File: src/verilog/i2c_seq_params.svh
// Offsets, field positions, reset values and timing counts of the sequencer.
// Assumes inclusion by bare name from the verilog/ folder.
`ifndef I2C_SEQ_PARAMS_SVH
`define I2C_SEQ_PARAMS_SVH

// ----------------------------------------
// Register offsets
// ----------------------------------------
`define REG_AW      3
`define REG_CTL2    3'h0
`define REG_STAT    3'h1
`define REG_BUF     3'h2
`define REG_BAUD    3'h3
`define REG_FLAG    3'h4

// ----------------------------------------
// Field positions
// ----------------------------------------
`define CTL_SEN     0
`define CTL_REP_START_ENABLE    1
`define CTL_RECEIVE_ENABLE    3
`define CTL_ACK_SEQ_ENABLE   4
`define CTL_ACK_DATA   5
`define CTL_ACKST   6
`define STA_BF      0
`define STA_S       3
`define FLG_IRQ     0
`define FLG_BCL     1
`define FLG_OVF     6
`define FLG_WRITE_COLLISION_FLAG    7

// ----------------------------------------
// Reset values and timing
// ----------------------------------------
`define BAUD_RST    8'h00
`define BUF_RST     8'h00
`define BAUD_W      7
`define TICK_PHASES 4
`define LAST_TX_BIT 4'h8
`define LAST_RX_BIT 4'h7

`endif

File: src/verilog/i2c_seq_pkg.sv
// Types shared by the sequencer modules.
// Assumes nothing beyond a SystemVerilog compiler.
`default_nettype none
package i2c_seq_pkg;

	// ----------------------------------------
	// Sequencer states
	// ----------------------------------------
	typedef enum logic [4:0] {
		ST_IDLE    = 5'b00000,
		ST_WAIT    = 5'b00001,
		ST_HOLD    = 5'b00010,
		RS_SCL_LOW = 5'b00011,
		RS_SDA_HI  = 5'b00100,
		RS_SCL_REL = 5'b00101,
		RS_SCL_HI  = 5'b00110,
		RS_SDA_LOW = 5'b00111,
		TX_LOW     = 5'b01000,
		TX_HWAIT   = 5'b01001,
		TX_HIGH    = 5'b01010,
		RX_LOW     = 5'b01011,
		RX_HWAIT   = 5'b01100,
		RX_HIGH    = 5'b01101,
		ACK_LOW    = 5'b01110,
		ACK_HWAIT  = 5'b01111,
		ACK_HIGH   = 5'b10000
	} seq_state_t;

	typedef logic [7:0] byte_t;

endpackage : i2c_seq_pkg

`default_nettype wire

File: src/verilog/baud_if.sv
// Carrier between the sequencer and its baud counter.
// Assumes both ends share one clock.
`timescale 1ns/1ps
`default_nettype none
`include "i2c_seq_params.svh"

interface baud_if;
	logic                load;
	logic                halt;
	logic [`BAUD_W-1:0]  reload;
	logic                expire;

	modport ctl (output load, output halt, output reload, input expire);
	modport cnt (input load, input halt, input reload, output expire);
endinterface : baud_if

`default_nettype wire

File: src/verilog/baud_counter.sv
// Reloadable down counter that times every SCL phase.
// Assumes the controller loads it only while it holds halt low.
`timescale 1ns/1ps
`default_nettype none
`include "i2c_seq_params.svh"

module baud_counter
	import i2c_seq_pkg::*;
#(
	parameter int W      = `BAUD_W,
	parameter int PHASES = `TICK_PHASES
) (
	// Clock and reset
	input  wire logic clk_in,
	input  wire logic rstn_in,
	input  wire logic ce_in,
	// Controller side
	baud_if.cnt       bif
);
	if (W != `BAUD_W || PHASES < 2 || PHASES % 2 != 0) begin : g_chk
		$error("baud_counter: unsupported W or PHASES");
	end

	localparam int PW = $clog2(PHASES);

	logic [PW-1:0] phase_ff;
	logic [W-1:0]  cnt_ff;
	logic          run_ff;
	logic          tick;

	// ----------------------------------------
	// Quarter phases: two decrements per cycle
	// ----------------------------------------
	assign tick = phase_ff[0];

	always_ff @(posedge clk_in or negedge rstn_in) begin
		if (!rstn_in) begin
			phase_ff <= '0;
		end else if (ce_in) begin
			phase_ff <= (phase_ff == PW'(PHASES - 1)) ? '0 : phase_ff + PW'(1);
		end
	end

	// ----------------------------------------
	// Count down to zero, then stop
	// ----------------------------------------
	assign bif.expire = run_ff && tick && (cnt_ff == '0);

	always_ff @(posedge clk_in or negedge rstn_in) begin
		if (!rstn_in) begin
			cnt_ff <= '0;
			run_ff <= 1'b0;
		end else if (ce_in) begin
			if (bif.halt) begin
				run_ff <= 1'b0;
			end else if (bif.load) begin
				cnt_ff <= bif.reload;
				run_ff <= 1'b1;
			end else if (run_ff && tick) begin
				if (cnt_ff == '0) begin
					run_ff <= 1'b0;
				end else begin
					cnt_ff <= cnt_ff - W'(1);
				end
			end
		end
	end

endmodule : baud_counter

`default_nettype wire

File: src/verilog/i2c_master_sequencer.sv
// I2C master condition and byte sequencer with a small register port.
// Assumes open-drain pads with pull-ups; SDA and SCL arrive asynchronously.
// Functional notes
// - Start enable with idle lines loads counter
// - Expiry with lines high drives SDA low
// - Second expiry clears start enable, holds SDA
// - Start collision sets flag, returns idle
// - Buffer write during condition sets write collision
// - Control low bits locked until condition completes
// - Repeated start pulls SCL, releases SDA
// - SCL released if SDA high, SDA low
// - Start seen early, irq after expiry
// - Repeated start ignored while busy
// - Repeated start collision on three cases
// - Buffer write sets full, starts shifting
// - Bit after SCL fall, low then high
// - Full clears after eighth bit, SDA released
// - Ninth fall samples acknowledge into status
// - After ninth clock irq, SCL held low
// - Write while shifting refused, flag software cleared
// - Receive toggles SCL, samples SDA high
// - Eighth receive fall loads buffer, flags, idle
// - Buffer read clears full; overflow flagged
// - Acknowledge sequence drives data for one clock
// - Counter reloads seven bits, stops at zero
// - Counter decrements twice per instruction cycle
// - Released SCL pauses counter until sampled high
`timescale 1ns/1ps
`default_nettype none
`include "i2c_seq_params.svh"

module i2c_master_sequencer
	import i2c_seq_pkg::*;
(
	// Clock, reset, enable
	input  wire logic              clk_in,
	input  wire logic              rstn_in,
	input  wire logic              ce_in,
	// Register port
	input  wire logic [`REG_AW-1:0] addr_in,
	input  wire logic [7:0]        wdata_in,
	input  wire logic              wr_in,
	input  wire logic              rd_in,
	output logic      [7:0]        rdata_out,
	// I2C lines
	input  wire logic              sda_in,
	output logic                   sda_out,
	output logic                   sda_oe_out,
	input  wire logic              scl_in,
	output logic                   scl_out,
	output logic                   scl_oe_out
);
	// ----------------------------------------
	// Declarations
	// ----------------------------------------
	seq_state_t  state_ff;
	logic        sda_meta_ff, sda_s_ff, sda_prev_ff;
	logic        scl_meta_ff, scl_s_ff;
	logic        sda_drv_ff, scl_drv_ff, load_ff;
	logic [3:0]  bit_ff;
	byte_t       shift_ff, buf_ff, baud_ff, rdata_ff;
	logic        sen_ff, rep_start_enable_ff, receive_enable_ff, ack_seq_enable_ff, ack_data_ff, ackst_ff;
	logic        bf_ff, s_ff, irq_ff, bcl_ff, ovf_ff, write_collision_flag_ff;
	logic        idle, pending, lock, exp, bcl;
	logic        buf_wr, buf_wr_ok, buf_rd;
	logic        ev_st_done, ev_rs_done, ev_tx8, ev_tx_done;
	logic        ev_rx_done, ev_ack_done, ev_irq;

	baud_if bif ();

	function automatic logic hit(input logic [`REG_AW-1:0] a,
		input logic [`REG_AW-1:0] off);
		hit = (a == off);
	endfunction : hit

	baud_counter u_baud (
		.clk_in  (clk_in),
		.rstn_in (rstn_in),
		.ce_in   (ce_in),
		.bif     (bif)
	);

	// ----------------------------------------
	// Pin synchronisers
	// ----------------------------------------
	always_ff @(posedge clk_in or negedge rstn_in) begin
		if (!rstn_in) begin
			sda_meta_ff <= 1'b1;
			sda_s_ff    <= 1'b1;
			sda_prev_ff <= 1'b1;
			scl_meta_ff <= 1'b1;
			scl_s_ff    <= 1'b1;
		end else if (ce_in) begin
			sda_meta_ff <= sda_in;
			sda_s_ff    <= sda_meta_ff;
			sda_prev_ff <= sda_s_ff;
			scl_meta_ff <= scl_in;
			scl_s_ff    <= scl_meta_ff;
		end
	end

	// ----------------------------------------
	// Events
	// ----------------------------------------
	assign idle       = (state_ff == ST_IDLE);
	assign exp        = bif.expire;
	assign pending    = sen_ff | rep_start_enable_ff | receive_enable_ff | ack_seq_enable_ff;
	assign lock       = !idle || pending;
	assign buf_wr     = wr_in && hit(addr_in, `REG_BUF);
	assign buf_rd     = rd_in && hit(addr_in, `REG_BUF);
	assign buf_wr_ok  = buf_wr && idle && !pending;
	assign ev_st_done = (state_ff == ST_HOLD) && exp;
	assign ev_rs_done = (state_ff == RS_SDA_LOW) && exp;
	assign ev_tx8     = (state_ff == TX_HIGH) && exp && (bit_ff == `LAST_RX_BIT);
	assign ev_tx_done = (state_ff == TX_HIGH) && exp && (bit_ff == `LAST_TX_BIT);
	assign ev_rx_done = (state_ff == RX_HIGH) && exp && (bit_ff == `LAST_RX_BIT);
	assign ev_ack_done = (state_ff == ACK_HIGH) && exp;
	assign ev_irq     = ev_st_done | ev_rs_done | ev_tx_done | ev_rx_done | ev_ack_done;

	// Collisions abort whatever runs and release both lines
	assign bcl = (idle && sen_ff && !(sda_s_ff && scl_s_ff))
		|| (state_ff == ST_WAIT && !scl_s_ff)
		|| (state_ff == RS_SDA_HI && exp && !sda_s_ff)
		|| (state_ff == RS_SCL_REL && scl_s_ff && !sda_s_ff)
		|| (state_ff == RS_SCL_HI && !scl_s_ff)
		|| (state_ff == TX_HIGH && !sda_drv_ff && !sda_s_ff && bit_ff < `LAST_TX_BIT);

	// ----------------------------------------
	// Baud counter control
	// ----------------------------------------
	assign bif.load   = load_ff;
	assign bif.halt   = idle;
	assign bif.reload = baud_ff[`BAUD_W-1:0];

	// ----------------------------------------
	// Sequencer
	// ----------------------------------------
	always_ff @(posedge clk_in or negedge rstn_in) begin
		if (!rstn_in) begin
			state_ff   <= ST_IDLE;
			sda_drv_ff <= 1'b0;
			scl_drv_ff <= 1'b0;
			load_ff    <= 1'b0;
			bit_ff     <= 4'h0;
			shift_ff   <= 8'h00;
		end else if (ce_in) begin
			load_ff <= 1'b0;
			if (bcl) begin
				state_ff   <= ST_IDLE;
				sda_drv_ff <= 1'b0;
				scl_drv_ff <= 1'b0;
			end else begin
				unique case (state_ff)
				ST_IDLE: begin
					if (sen_ff) begin
						load_ff  <= 1'b1;
						state_ff <= ST_WAIT;
					end else if (rep_start_enable_ff) begin
						scl_drv_ff <= 1'b1;
						state_ff   <= RS_SCL_LOW;
					end else if (receive_enable_ff) begin
						sda_drv_ff <= 1'b0;
						scl_drv_ff <= 1'b1;
						bit_ff     <= 4'h0;
						load_ff    <= 1'b1;
						state_ff   <= RX_LOW;
					end else if (ack_seq_enable_ff) begin
						scl_drv_ff <= 1'b1;
						sda_drv_ff <= !ack_data_ff;
						load_ff    <= 1'b1;
						state_ff   <= ACK_LOW;
					end else if (buf_wr_ok) begin
						shift_ff   <= wdata_in;
						sda_drv_ff <= !wdata_in[7];
						scl_drv_ff <= 1'b1;
						bit_ff     <= 4'h0;
						load_ff    <= 1'b1;
						state_ff   <= TX_LOW;
					end
				end
				ST_WAIT: begin
					// SDA pulled early by another master just starts sooner
					if (exp || !sda_s_ff) begin
						sda_drv_ff <= 1'b1;
						load_ff    <= 1'b1;
						state_ff   <= ST_HOLD;
					end
				end
				ST_HOLD: begin
					if (exp) begin
						scl_drv_ff <= 1'b1;
						state_ff   <= ST_IDLE;
					end
				end
				RS_SCL_LOW: begin
					if (!scl_s_ff) begin
						sda_drv_ff <= 1'b0;
						load_ff    <= 1'b1;
						state_ff   <= RS_SDA_HI;
					end
				end
				RS_SDA_HI: begin
					if (exp && sda_s_ff) begin
						scl_drv_ff <= 1'b0;
						state_ff   <= RS_SCL_REL;
					end
				end
				RS_SCL_REL: begin
					if (scl_s_ff) begin
						load_ff  <= 1'b1;
						state_ff <= RS_SCL_HI;
					end
				end
				RS_SCL_HI: begin
					if (exp) begin
						sda_drv_ff <= 1'b1;
						load_ff    <= 1'b1;
						state_ff   <= RS_SDA_LOW;
					end
				end
				RS_SDA_LOW: begin
					if (exp) begin
						scl_drv_ff <= 1'b1;
						state_ff   <= ST_IDLE;
					end
				end
				TX_LOW: begin
					// New bit only once SCL is already low; the ninth slot floats for the slave
					if (load_ff) begin
						sda_drv_ff <= (bit_ff == `LAST_TX_BIT) ? 1'b0 : !shift_ff[7];
					end
					if (exp) begin
						scl_drv_ff <= 1'b0;
						state_ff   <= TX_HWAIT;
					end
				end
				TX_HWAIT: begin
					if (scl_s_ff) begin
						load_ff  <= 1'b1;
						state_ff <= TX_HIGH;
					end
				end
				TX_HIGH: begin
					if (exp) begin
						scl_drv_ff <= 1'b1;
						if (bit_ff == `LAST_TX_BIT) begin
							sda_drv_ff <= 1'b0;
							state_ff   <= ST_IDLE;
						end else begin
							shift_ff   <= {shift_ff[6:0], 1'b0};
							bit_ff     <= bit_ff + 4'h1;
							load_ff    <= 1'b1;
							state_ff   <= TX_LOW;
						end
					end
				end
				RX_LOW: begin
					if (exp) begin
						scl_drv_ff <= 1'b0;
						state_ff   <= RX_HWAIT;
					end
				end
				RX_HWAIT: begin
					if (scl_s_ff) begin
						shift_ff <= {shift_ff[6:0], sda_s_ff};
						load_ff  <= 1'b1;
						state_ff <= RX_HIGH;
					end
				end
				RX_HIGH: begin
					if (exp) begin
						scl_drv_ff <= 1'b1;
						if (bit_ff == `LAST_RX_BIT) begin
							state_ff <= ST_IDLE;
						end else begin
							bit_ff   <= bit_ff + 4'h1;
							load_ff  <= 1'b1;
							state_ff <= RX_LOW;
						end
					end
				end
				ACK_LOW: begin
					if (exp) begin
						scl_drv_ff <= 1'b0;
						state_ff   <= ACK_HWAIT;
					end
				end
				ACK_HWAIT: begin
					if (scl_s_ff) begin
						load_ff  <= 1'b1;
						state_ff <= ACK_HIGH;
					end
				end
				ACK_HIGH: begin
					if (exp) begin
						scl_drv_ff <= 1'b1;
						state_ff   <= ST_IDLE;
					end
				end
				default: state_ff <= ST_IDLE;
				endcase
			end
		end
	end

	// ----------------------------------------
	// Second control register
	// ----------------------------------------
	always_ff @(posedge clk_in or negedge rstn_in) begin
		if (!rstn_in) begin
			sen_ff   <= 1'b0;
			rep_start_enable_ff  <= 1'b0;
			receive_enable_ff  <= 1'b0;
			ack_seq_enable_ff <= 1'b0;
			ack_data_ff <= 1'b0;
			ackst_ff <= 1'b0;
		end else if (ce_in) begin
			if (wr_in && hit(addr_in, `REG_CTL2)) begin
				ack_data_ff <= wdata_in[`CTL_ACK_DATA];
				if (!lock) begin
					// Enables only land while idle, so nothing queues
					sen_ff   <= wdata_in[`CTL_SEN];
					rep_start_enable_ff  <= wdata_in[`CTL_REP_START_ENABLE];
					receive_enable_ff  <= wdata_in[`CTL_RECEIVE_ENABLE];
					ack_seq_enable_ff <= wdata_in[`CTL_ACK_SEQ_ENABLE];
				end
			end
			if (ev_st_done || bcl) begin
				sen_ff <= 1'b0;
			end
			if (ev_rs_done || bcl) begin
				rep_start_enable_ff <= 1'b0;
			end
			if (ev_rx_done || bcl) begin
				receive_enable_ff <= 1'b0;
			end
			if (ev_ack_done || bcl) begin
				ack_seq_enable_ff <= 1'b0;
			end
			if (ev_tx_done) begin
				ackst_ff <= sda_s_ff;
			end
		end
	end

	// ----------------------------------------
	// Buffer and status
	// ----------------------------------------
	always_ff @(posedge clk_in or negedge rstn_in) begin
		if (!rstn_in) begin
			buf_ff  <= `BUF_RST;
			baud_ff <= `BAUD_RST;
		end else if (ce_in) begin
			if (buf_wr_ok) begin
				buf_ff <= wdata_in;
			end else if (ev_rx_done) begin
				buf_ff <= shift_ff;
			end
			if (wr_in && hit(addr_in, `REG_BAUD)) begin
				baud_ff <= wdata_in;
			end
		end
	end

	always_ff @(posedge clk_in or negedge rstn_in) begin
		if (!rstn_in) begin
			bf_ff <= 1'b0;
		end else if (ce_in) begin
			if (buf_wr_ok || ev_rx_done) begin
				bf_ff <= 1'b1;
			end else if (ev_tx8 || buf_rd || bcl) begin
				bf_ff <= 1'b0;
			end
		end
	end

	// Start seen clears again once a stop shows on the lines
	always_ff @(posedge clk_in or negedge rstn_in) begin
		if (!rstn_in) begin
			s_ff <= 1'b0;
		end else if (ce_in) begin
			if (sda_prev_ff && !sda_s_ff && scl_s_ff) begin
				s_ff <= 1'b1;
			end else if (!sda_prev_ff && sda_s_ff && scl_s_ff) begin
				s_ff <= 1'b0;
			end
		end
	end

	// ----------------------------------------
	// Event flags: a set wins over a write
	// ----------------------------------------
	always_ff @(posedge clk_in or negedge rstn_in) begin
		if (!rstn_in) begin
			irq_ff  <= 1'b0;
			bcl_ff  <= 1'b0;
			ovf_ff  <= 1'b0;
			write_collision_flag_ff <= 1'b0;
		end else if (ce_in) begin
			if (wr_in && hit(addr_in, `REG_FLAG)) begin
				irq_ff  <= wdata_in[`FLG_IRQ];
				bcl_ff  <= wdata_in[`FLG_BCL];
				ovf_ff  <= wdata_in[`FLG_OVF];
				write_collision_flag_ff <= wdata_in[`FLG_WRITE_COLLISION_FLAG];
			end
			if (ev_irq) begin
				irq_ff <= 1'b1;
			end
			if (bcl) begin
				bcl_ff <= 1'b1;
			end
			if (ev_rx_done && bf_ff) begin
				ovf_ff <= 1'b1;
			end
			if (buf_wr && !buf_wr_ok) begin
				write_collision_flag_ff <= 1'b1;
			end
		end
	end

	// ----------------------------------------
	// Read port: data stand one cycle later
	// ----------------------------------------
	always_ff @(posedge clk_in or negedge rstn_in) begin
		if (!rstn_in) begin
			rdata_ff <= 8'h00;
		end else if (ce_in) begin
			rdata_ff <= 8'h00;
			if (rd_in) begin
				unique case (addr_in)
				`REG_CTL2: rdata_ff <= {1'b0, ackst_ff, ack_data_ff, ack_seq_enable_ff, receive_enable_ff, 1'b0, rep_start_enable_ff, sen_ff};
				`REG_STAT: rdata_ff <= {4'h0, s_ff, 2'b00, bf_ff};
				`REG_BUF:  rdata_ff <= buf_ff;
				`REG_BAUD: rdata_ff <= baud_ff;
				`REG_FLAG: rdata_ff <= {write_collision_flag_ff, ovf_ff, 4'h0, bcl_ff, irq_ff};
				default:   rdata_ff <= 8'h00;
				endcase
			end
		end
	end

	assign rdata_out  = rdata_ff;
	assign sda_out    = 1'b0;
	assign scl_out    = 1'b0;
	assign sda_oe_out = sda_drv_ff;
	assign scl_oe_out = scl_drv_ff;
endmodule : i2c_master_sequencer

`default_nettype wire

File: config.mk
export PLATFORM = sky130hd
export DESIGN_NAME = i2c_master_sequencer
export DESIGN_NICKNAME = d
export VERILOG_FILES = /design/src/verilog/i2c_seq_pkg.sv /design/src/verilog/baud_if.sv /design/src/verilog/baud_counter.sv /design/src/verilog/i2c_master_sequencer.sv
export VERILOG_INCLUDE_DIRS = /design/src /design/src/verilog
export SDC_FILE = /design/constraint.sdc
export NUM_CORES = 1
export LEC_CHECK = 0
export ABC_CLOCK_PERIOD_IN_PS = 2300
export BUFFER_PORTS_ARGS = -buffer_cell sky130_fd_sc_hd__buf_4
export CELL_PAD_IN_SITES_DETAIL_PLACEMENT = 0
export CELL_PAD_IN_SITES_GLOBAL_PLACEMENT = 1
export CORE_MARGIN = 2
export CORE_UTILIZATION = 43
export DETAILED_ROUTE_END_ITERATION = 16
export PLACE_DENSITY_LB_ADDON = 0.08
export RECOVER_POWER = 100
export SYNTH_ARGS = -nofsm -noshare
export SYNTH_HDL_FRONTEND = slang
export SYNTH_SLANG_ARGS = --single-unit
File: constraint.sdc
create_clock -name clk_in -period 2.3 [get_ports clk_in]
set_input_delay 0.23 -clock clk_in [delete_from_list [all_inputs] [get_ports clk_in]]
set_output_delay 0.23 -clock clk_in [all_outputs]
set_load 0.05 [all_outputs]
==> results of run 1 <==
[cell usage in the layout, fill, tap and decap left out, types with 5 or more instances in the layout]
cell / count
a211oi_1: 6
a21oi_1: 29
a22oi_1: 6
a31oi_1: 5
buf_4: 75
clkbuf_1: 13
clkbuf_8: 9
dfrtp_1: 64
inv_1: 19
mux2_2: 46
mux2_4: 8
nand2_1: 32
nand2b_1: 8
nand3_1: 21
nor2_1: 43
nor2b_1: 9
nor3_1: 10
o21ai_0: 30
o221ai_1: 5
o22ai_1: 12
o31ai_1: 5
[final cells by class]
| type | count | area, um2 |
|---|---|---|
| well taps | 136 | 170 |
| clock inverters | 6 | 68.8 |
| fillers | 1006 | 4760 |
| clock buffers | 10 | 128 |
| flip-flops and latches | 71 | 1790 |
| inverters | 21 | 78.8 |
| multi-input cells | 372 | 2700 |
| repair buffers | 94 | 684 |
[power breakdown]
group          internal, uW  switching, uW  total, uW
clock network           507            538       1050
logic                  1570           1810       3380
registers              1620            360       1980
[synthesized netlist by cell type (3+ instances only)]
cell      instances
a22oi_1           6
buf_1             6
mux2_2           51
dfrtp_1          66
nor2_1           45
mux2_1            3
clkbuf_1         20
o221ai_1          5
nand3_1          21
buf_2             6
o21ai_0          30
dfstp_2           5
or3_1             4
nor2b_1           9
a32oi_1           4
nor3_1           12
a211oi_1          6
a31oi_1           5
nand2b_1         10
o31ai_1           5
nand3b_1          4
inv_1            21
ha_1              5
nand2_1          33
o211ai_1          4
and4_1            3
or2_2             4
o22ai_1          12
a21oi_1          29
and3b_1           3
[cell families after synthesis]
logic type,count (synthesis)
buf+inv,58
mux,57
compound gates,141
other cells,1
simple gates,164
fa+ha+maj,5
flops,71
xor+xnor,3
[critical path, stage by stage, from the launching register on]
cell	delay, ns
dfrtp_1	0.38
or3_4	0.42
or4_4	0.45
buf_6	0.14
nand3b_1	0.07
a32oi_1	0.09
nor4_1	0.25
nor2_1	0.09
o32ai_1	0.27
[state kept, by name, indices dropped and copies added, names as in the netlist, 2 cells and up]
register	count
state_ff	5
u_baud.cnt_ff	7
baud_ff	8
buf_ff	8
u_baud.phase_ff	2
rdata_out	8
bit_ff	4
shift_ff	8
[through the flow]
step                cells  setup TNS [ns]  hold slack, ns  cell area (um2)  setup WS [ns]
finish                710               0          0.0972             5610         0.0344
global route          710          -0.356          0.0831             5610        -0.0892
CTS                   709               0          0.0870             5560         0.0302
detailed placement    691         -0.0527           0.239             5340        -0.0361
global placement      691        -0.00224           0.228             5340       -0.00224
floorplan             501               0         -0.0656             4630         0.0113
[worst max path at each step]
stage	endpoint	slack [ns]	cells past startpoint
final	bif.load	0.03	8
after global routing	bif.load	-0.09	8
after CTS	shift_ff[3]	0.03	7
after detailed placement	bif.load	-0.04	8
after global placement	bif.load	-0.002	8
after floorplan	shift_ff[0]	0.01	8
[metal layers]
metal | part of all wire | wire length (um)
met5 | 0 | 0
met3 | 0.064 | 908
met2 | 0.47 | 6670
met1 | 0.44 | 6240
met4 | 0.032 | 458
[what timing repair did]
item / in CTS / in global routing
setup endpoints to repair: 12 / 33
setup buffers: 1 / 1
gates resized for setup: 3 / 27
hold buffers: 1 / 0
gates cloned: 0 / 0
endpoints found under the hold margin: 32 / 0
pin swaps: 3 / 12
==> impl_metrics.toml, run 1 <==
[sta]
max_freq_mhz = 441
skew_ns = 0.00991
setup_viol = 0
hold_viol = 0
finalCritPeriodShare = 0.985
worstMarginPinSlew_ns = 0.969
drv_slew = 0
slew_headroom = 0.354
period_needed_ns = 2.27
rsz0062_at_grt = "true"

[route]
drc = 0
detail-route-antenna-nets = 0
routed_wl_um = 14300
vias_per_cell = 6.01
vias = 4264
drt-pass1-iter-count = 5
wl_per_cell_um = 20.1
drtIter0Drc = 340

[yosys]
synth_async_sr_flop_share = 1.00
synthMuxAreaShare = 0.141
synth_top_area_frac = 0.358
ys_seq_area_frac = 0.386
ys_warn_count = 0
yosys.area_share.adder = 0.0136
synth_top_cell_by_area = "dfrtp_1"
synth_compound_area_frac = 0.214
ys_seq_elements = 71
synth-edff-count = 0
synth_xor_area_frac = 0.00570
yosys.area_share.simple = 0.185
synth_area_leaders = "dfrtp_1 36%, mux2_2 12%, nor2_1 3.7%"
synthCells = 500
synth_top_family_by_area = "compound AO/OA/AOI/OAI gates"
ys_types = 79
syn_avg_cell_area_um2 = 9.23
ys.flop_type = "dfrtp_1"
syn_area_um2 = 4610

[clocking]
cts_tree = "yes"
cts_buffers = 9
root_buffer = "clkbuf_8"
clock_sinks = 71
clk_pin_slew_worst_paths_ns = 0.08
clkLatencyLatePin_ns = 0.36
htree_levels = 3
cts_max_path_buffers = 2

[critical_path]
crit_fanout = 4
crit_type = "register to register"
cp-startpoint = "u_baud.cnt_ff[5]"
cp.arrival_ns = 2.53
r2r_setup_slack_ns = 0.03
cp-end-kind = "register"
rr_worst_depth = 8
cp.required_ns = 2.56
start_kind = "register"
r2r-start = "u_baud.cnt_ff[5]"
rr_endpoint = "bif.load"

[die]
num_rows = 37
die_h_um = 108
ioPinCount = 30
start_util = 0.445
core-area_um2 = 10400
dieArea_um2 = 11600
die_w_um = 108

[finish]
areaGrowthSynthToFinish_pct = 21.7
drive_above_1_share = 0.329
fin_nets = 592
n_antenna_cell = 0
fin_util = 0.541

[global_route]
grt_util_met1 = 0.344
grt_pass1_vias = 4157
use_met2 = 0.399
grt_max_degree = 38
grt_usage = 0.255
grt.overflow.total = 0
antenna_found_initial = 0
grt_pass1_wl_um = 22500
use_met3 = 0.0502
busiest_layer = "met2"

[place]
io_buffers = 27
globalplace.congestion = 0.950
dp_hpwl_um = 10500

[power_and_ir_drop]
power_uw = 6400
power_leakage_uw = 0.00241
ir_drop_mv = 0.529
power.density_nw_per_um2 = 1140

[min_path]
min_path_type = "primary input to register"
worstHoldStart = "scl_in"
holdPathStages = 2
whs_endpoint = "scl_meta_ff"

[status]
status = "finished, final reports clean"

[run]
drv_cap = 0
Power figures use the tool's default switching activity.
==> inputs of run 2 (changes only) <==
CELL_PAD_IN_SITES_DETAIL_PLACEMENT = default   (was 0)
CELL_PAD_IN_SITES_GLOBAL_PLACEMENT = default   (was 1)
CORE_UTILIZATION = 45   (was 43)
==> run 2 against run 1 <==
  * Final area is 1.9% higher
  * Via count grew 1.1%
  * Global-route usage is 1.2 points higher
  * Sequential power hardly changed
  * First-iteration DRC count is 12% lower
  * Routed wire length down 0.46%
  * Maximum frequency is 2.7% lower
  * Cell count grew 1.4%
  * Clock power fell by 9%
  * Die area fell by 4.3%
  * The run now ends with setup timing left
==> impl_metrics.toml, run 2 (same netlist as run 1, synthesis figures left out) <==
[critical_path]
path_buf_inv = 1
crit_cells = 7
crit_type = "register to register"
path_delay_family = "simple AND/OR/NAND/NOR gates"
cp_slowest_cell = "or3_4"
rr_worst_depth = 7
crit_fanout = 8
cp.required_ns = 2.54
cp.arrival_ns = 2.57
cp_cell_sequence = "or3_4 -> nor4_4 -> nand2_1 -> a211oi_2 -> and3b_1 -> buf_6 -> mux2_2"
max_stage_delay_ns = 0.42
r2r_setup_slack_ns = -0.03
start_kind = "register"
cp-end-kind = "register"

[finish]
drive_above_1_share = 0.356
fin_nets = 605
mostFrequentLayoutCells = "88 x buf_4, 64 x dfrtp_1, 51 x mux2_2"
n_antenna_cell = 0
postLayoutCellArea_um2 = 5720
nFillCells = 911
areaGrowthSynthToFinish_pct = 24.0
fin_util = 0.580
final_common_cell = "buf_4"

[sta]
hold_viol = 0
worstMarginPinSlew_ns = 1.07
drv_slew = 0
skew_ns = 0.0121
setup_slack_ns = -0.0283
slew_headroom = 0.289
rsz0062_at_grt = "true"
finalCritPeriodShare = 1.01
setup_viol = 5
period_needed_ns = 2.33
max_freq_mhz = 429

[place]
globalplace.congestion = 0.921
io_buffers = 27
dp_hpwl_um = 10600
dpl-instance-area_um2 = 5380

[min_path]
holdPathStages = 2
min_path_type = "primary input to register"

[power_and_ir_drop]
p_clk_frac = 0.147
p_sw_frac = 0.427
power_leakage_uw = 0.00250
ir_drop_mv = 0.506
p_switching_uw = 2760
p_int_uw = 3700
p_seq_frac = 0.306
p_comb_frac = 0.546
power.density_nw_per_um2 = 1130

[status]
violations = "setup timing"
status = "finished with violations"

[clocking]
cts_buffers = 9
root_buffer = "clkbuf_8"
clk_pin_slew_worst_paths_ns = 0.08
htree_levels = 3
cts_tree = "yes"
clkLatencyLatePin_ns = 0.36
cts_max_path_buffers = 2
clock_sinks = 71

[die]
num_rows = 36
start_util = 0.468
die_w_um = 105
die_h_um = 105
core-area_um2 = 9860
ioPinCount = 30
dieArea_um2 = 11100

[global_route]
grt_usage = 0.266
grt_max_degree = 41
antenna_found_initial = 0
grt_pass1_wl_um = 22700
grt_pass1_vias = 4143
grt.overflow.total = 0

[route]
vias = 4313
drc = 0
routed_wl_um = 14200
drtIter0Drc = 300
detail-route-antenna-nets = 0
vias_per_cell = 5.99
drt-pass1-iter-count = 5
wl_per_cell_um = 19.7

[run]
drv_cap = 0
## run 2: cell types whose count changed in the layout (fill, tap and decap cells not counted), moves of 2 or more
| cell | before | now |
|---|---|---|
| o31ai_2 | 0 | 4 |
| mux2_2 | 46 | 51 |
| o31ai_1 | 5 | 1 |
| o21ai_2 | 0 | 2 |
| nor3_2 | 1 | 3 |
| mux2_4 | 8 | 3 |
| buf_12 | 2 | 0 |
| buf_4 | 75 | 88 |
## run 2: metrics by stage
step | setup WS, ns | setup TNS (ns) | hold WS, ns | cells | power (uW)
after floorplan | 0.0113 | 0 | -0.0656 | 501 | 3930
after global placement | -0.0320 | -0.0975 | 0.247 | 698 | 5210
after detailed placement | -0.0702 | -0.452 | 0.253 | 698 | 5240
after CTS | 0.000234 | 0 | 0.0821 | 715 | 6260
after global routing | -0.0865 | -0.858 | 0.0895 | 720 | 6900
final | -0.0283 | -0.0914 | 0.0986 | 720 | 6460
## run 2: repair_timing
action / 4_1_cts / 5_1_grt
hold buffers: 1 / 0
endpoints found under the setup margin: 24 / 27
endpoints found under the hold margin: 35 / 0
buffers inserted: 0 / 5
gates resized for setup: 8 / 28
pin swaps: 2 / 12
## run 2: layout make-up
cell class	instances	area (um2)	area share
Clock buffer	10	138	0.0241
Clock inverter	6	45.0	0.00788
Inverter	21	78.8	0.0138
Multi-Input combinational cell	372	2750	0.481
Sequential cell	71	1790	0.312
Tap cell	133	166	0.0291
Timing Repair Buffer	107	757	0.132
## run 2: power groups by stage
stage	Clock, uW	Combinational [uW]	Sequential [uW]
after detailed placement	0	3260	1980
after global placement	0	3240	1970
after CTS	979	3320	1960
after floorplan	0	2010	1920
after global routing	1040	3830	2030
final	953	3530	1980
## run 2: per-layer routing
metal | share of wire | track usage
met1 | 0.47 | 0.387
met2 | 0.45 | 0.401
met3 | 0.061 | 0.0482
met4 | 0.016 | 0.0867
met5 | 0 | 0
## run 2: final timing paths
kind,start,end
max in group asynchronous,rstn_in,u_baud.cnt_ff[5]
min in group asynchronous,rstn_in,rdata_out[2]
min reg2reg,scl_meta_ff,scl_s_ff
min,sda_in,sda_meta_ff
max reg2reg,u_baud.cnt_ff[4],shift_ff[6]
max,u_baud.cnt_ff[4],shift_ff[6]
==> inputs of run 3 (changes only) <==
--- a/config.mk
+++ b/config.mk
@@ -12,2 +12,3 @@
 export CORE_UTILIZATION = 45
+export CTS_CLUSTER_SIZE = 30
 export DETAILED_ROUTE_END_ITERATION = 16
==> constraint.sdc (replaced) <==
create_clock -name clk_in -period 2.3 [get_ports clk_in]
set_input_delay 0.115 -clock clk_in [delete_from_list [all_inputs] [get_ports clk_in]]
set_output_delay 0.115 -clock clk_in [all_outputs]
set_load 0.05 [all_outputs]
==> run 3 against run 2 <==
  * The flow finishes with violations (capacitance limit, slew limit)
  * Clock skew decreased by 0.00080 ns
  * First-iteration DRC count increased by 40%
  * Routed wire length decreased by 0.97%
  * Hold slack got worse by 0.073 ns
  * Combinational power increased by 1%
  * Maximum frequency increased by 2.3%
  * Critical path type unchanged
  * Global-route usage decreased by 0.44 points
  * Sequential share of layout area decreased by 0.15 points
  * Final area increased by 0.61%
  * Non-clock buffer count increased by 1
  * Clock power increased by 12%
==> impl_metrics.toml, run 3 (same netlist as run 1, synthesis figures left out) <==
[clocking]
htree_levels = 3
cts_buffers = 9
root_buffer = "clkbuf_8"
cts_tree = "yes"
cts_max_path_buffers = 2
clk_pin_slew_worst_paths_ns = 0.08
clkLatencyLatePin_ns = 0.36
clock_sinks = 71

[status]
violations = "capacitance limit, slew limit"
status = "finished with violations"

[route]
drc = 0
drtIter0Drc = 419
vias_per_cell = 5.99
vias = 4320
routed_wl_um = 14100
wl_per_cell_um = 19.5
detail-route-antenna-nets = 0
drt-pass1-iter-count = 5

[global_route]
grt_pass1_vias = 4166
antenna_found_initial = 0
grt.overflow.total = 0
grt_max_degree = 72
grt_usage = 0.262
grt_pass1_wl_um = 22300

[die]
ioPinCount = 30
num_rows = 36
start_util = 0.468
core-area_um2 = 9860
die_h_um = 105
die_w_um = 105
dieArea_um2 = 11100

[sta]
skew_ns = 0.0113
max_freq_mhz = 439
worstMarginPinSlew_ns = 1.78
setup_slack_ns = 0.0245
slew_headroom = -0.184
finalCritPeriodShare = 0.989
setup_viol = 0
drv_slew = 72
hold_viol = 0
rsz0062_at_grt = "true"
period_needed_ns = 2.28

[finish]
fin_nets = 606
mostFrequentLayoutCells = "86 x buf_4, 62 x dfrtp_1, 51 x mux2_2"
nFillCells = 906
final_common_cell = "buf_4"
drive_above_1_share = 0.352
n_antenna_cell = 0
areaGrowthSynthToFinish_pct = 24.7
fin_util = 0.583

[critical_path]
r2r_setup_slack_ns = 0.02
cp.arrival_ns = 2.55
cp.required_ns = 2.57
r2r-start = "u_baud.cnt_ff[0]"
rr_endpoint = "state_ff[1]"
crit_fanout = 5
crit_type = "register to register"
rr_worst_depth = 9
start_kind = "register"
cp-end-kind = "register"

[power_and_ir_drop]
power.density_nw_per_um2 = 1150
ir_drop_mv = 0.521
power_leakage_uw = 0.00248
power_uw = 6620

[min_path]
min_path_type = "primary input to register"
whs_endpoint = "ack_data_ff"
worstHoldStart = "wdata_in[5]"
holdPathStages = 2

[place]
dpl_worst_slack_ns = -0.0569
dp_hpwl_um = 10400
io_buffers = 27
globalplace.congestion = 0.908

[run]
drv_cap = 1
-- run 3: worst max path at each step --
stage                     slack (ns)          end  cells after the start              from
after global placement         -0.03  shift_ff[4]                      8  u_baud.cnt_ff[5]
final                           0.02  state_ff[1]                      9  u_baud.cnt_ff[0]
after CTS                      0.009  shift_ff[0]                      9       state_ff[0]
after global routing           -0.06    bit_ff[1]                      6  u_baud.cnt_ff[5]
after detailed placement       -0.06  shift_ff[4]                      8  u_baud.cnt_ff[5]
after floorplan                 0.01  shift_ff[0]                      8  u_baud.cnt_ff[4]
-- run 3: area by class of cell --
| type | instances | area [um2] | share of cell area |
|---|---|---|---|
| clock inverter | 4 | 52.6 | 0.00913 |
| clock buffer | 12 | 155 | 0.0270 |
| inverter | 21 | 78.8 | 0.0137 |
| timing repair buffer | 108 | 778 | 0.135 |
| sequential | 71 | 1790 | 0.311 |
| tap | 133 | 166 | 0.0289 |
| multi-input combinational | 372 | 2740 | 0.475 |
-- run 3: routing by layer --
metal,GRT usage,vias to the layer above,wire length (um)
li1,-,2015,-
met1,0.382,2145,6480
met2,0.395,141,6450
met3,0.0464,19,892
met4,0.0810,0,247
met5,0,-,0
-- run 3: power by group --
part	leakage (uW)	internal (uW)	switching, uW	total (uW)
sequential	0.000893	1620	367	1980
combinational	0.00148	1690	1880	3570
clock	0.000107	565	501	1070
total	0.00248	3870	2750	6620
-- run 3: critical path, stage by stage (launching register included) --
cell      delay [ns]
dfrtp_1         0.39
inv_2           0.08
ha_4            0.14
nand2b_4        0.07
buf_6           0.12
or4_4           0.56
a31oi_4         0.19
o221ai_4        0.16
or3_4           0.42
o211ai_2        0.06
-- run 3: timing repair --
action                                  4_1_cts  5_1_grt
pin swaps                                     2        8
endpoints found under the setup margin       25       27
endpoints found under the hold margin        68        0
cloned                                        0        0
hold buffers                                  3        0
setup buffers                                 0        7
resized for setup                             7       31
-- run 3: per-stage QoR --
stage                     TNS (ns)  hold slack (ns)  cell area [um2]  std cells
after floorplan                  0           -0.181             4630        501
after global placement     -0.0888            0.301             5360        695
after detailed placement    -0.498            0.304             5360        695
after CTS                        0           0.0169             5630        714
after global routing        -0.729           0.0170             5750        721
final                            0           0.0253             5750        721
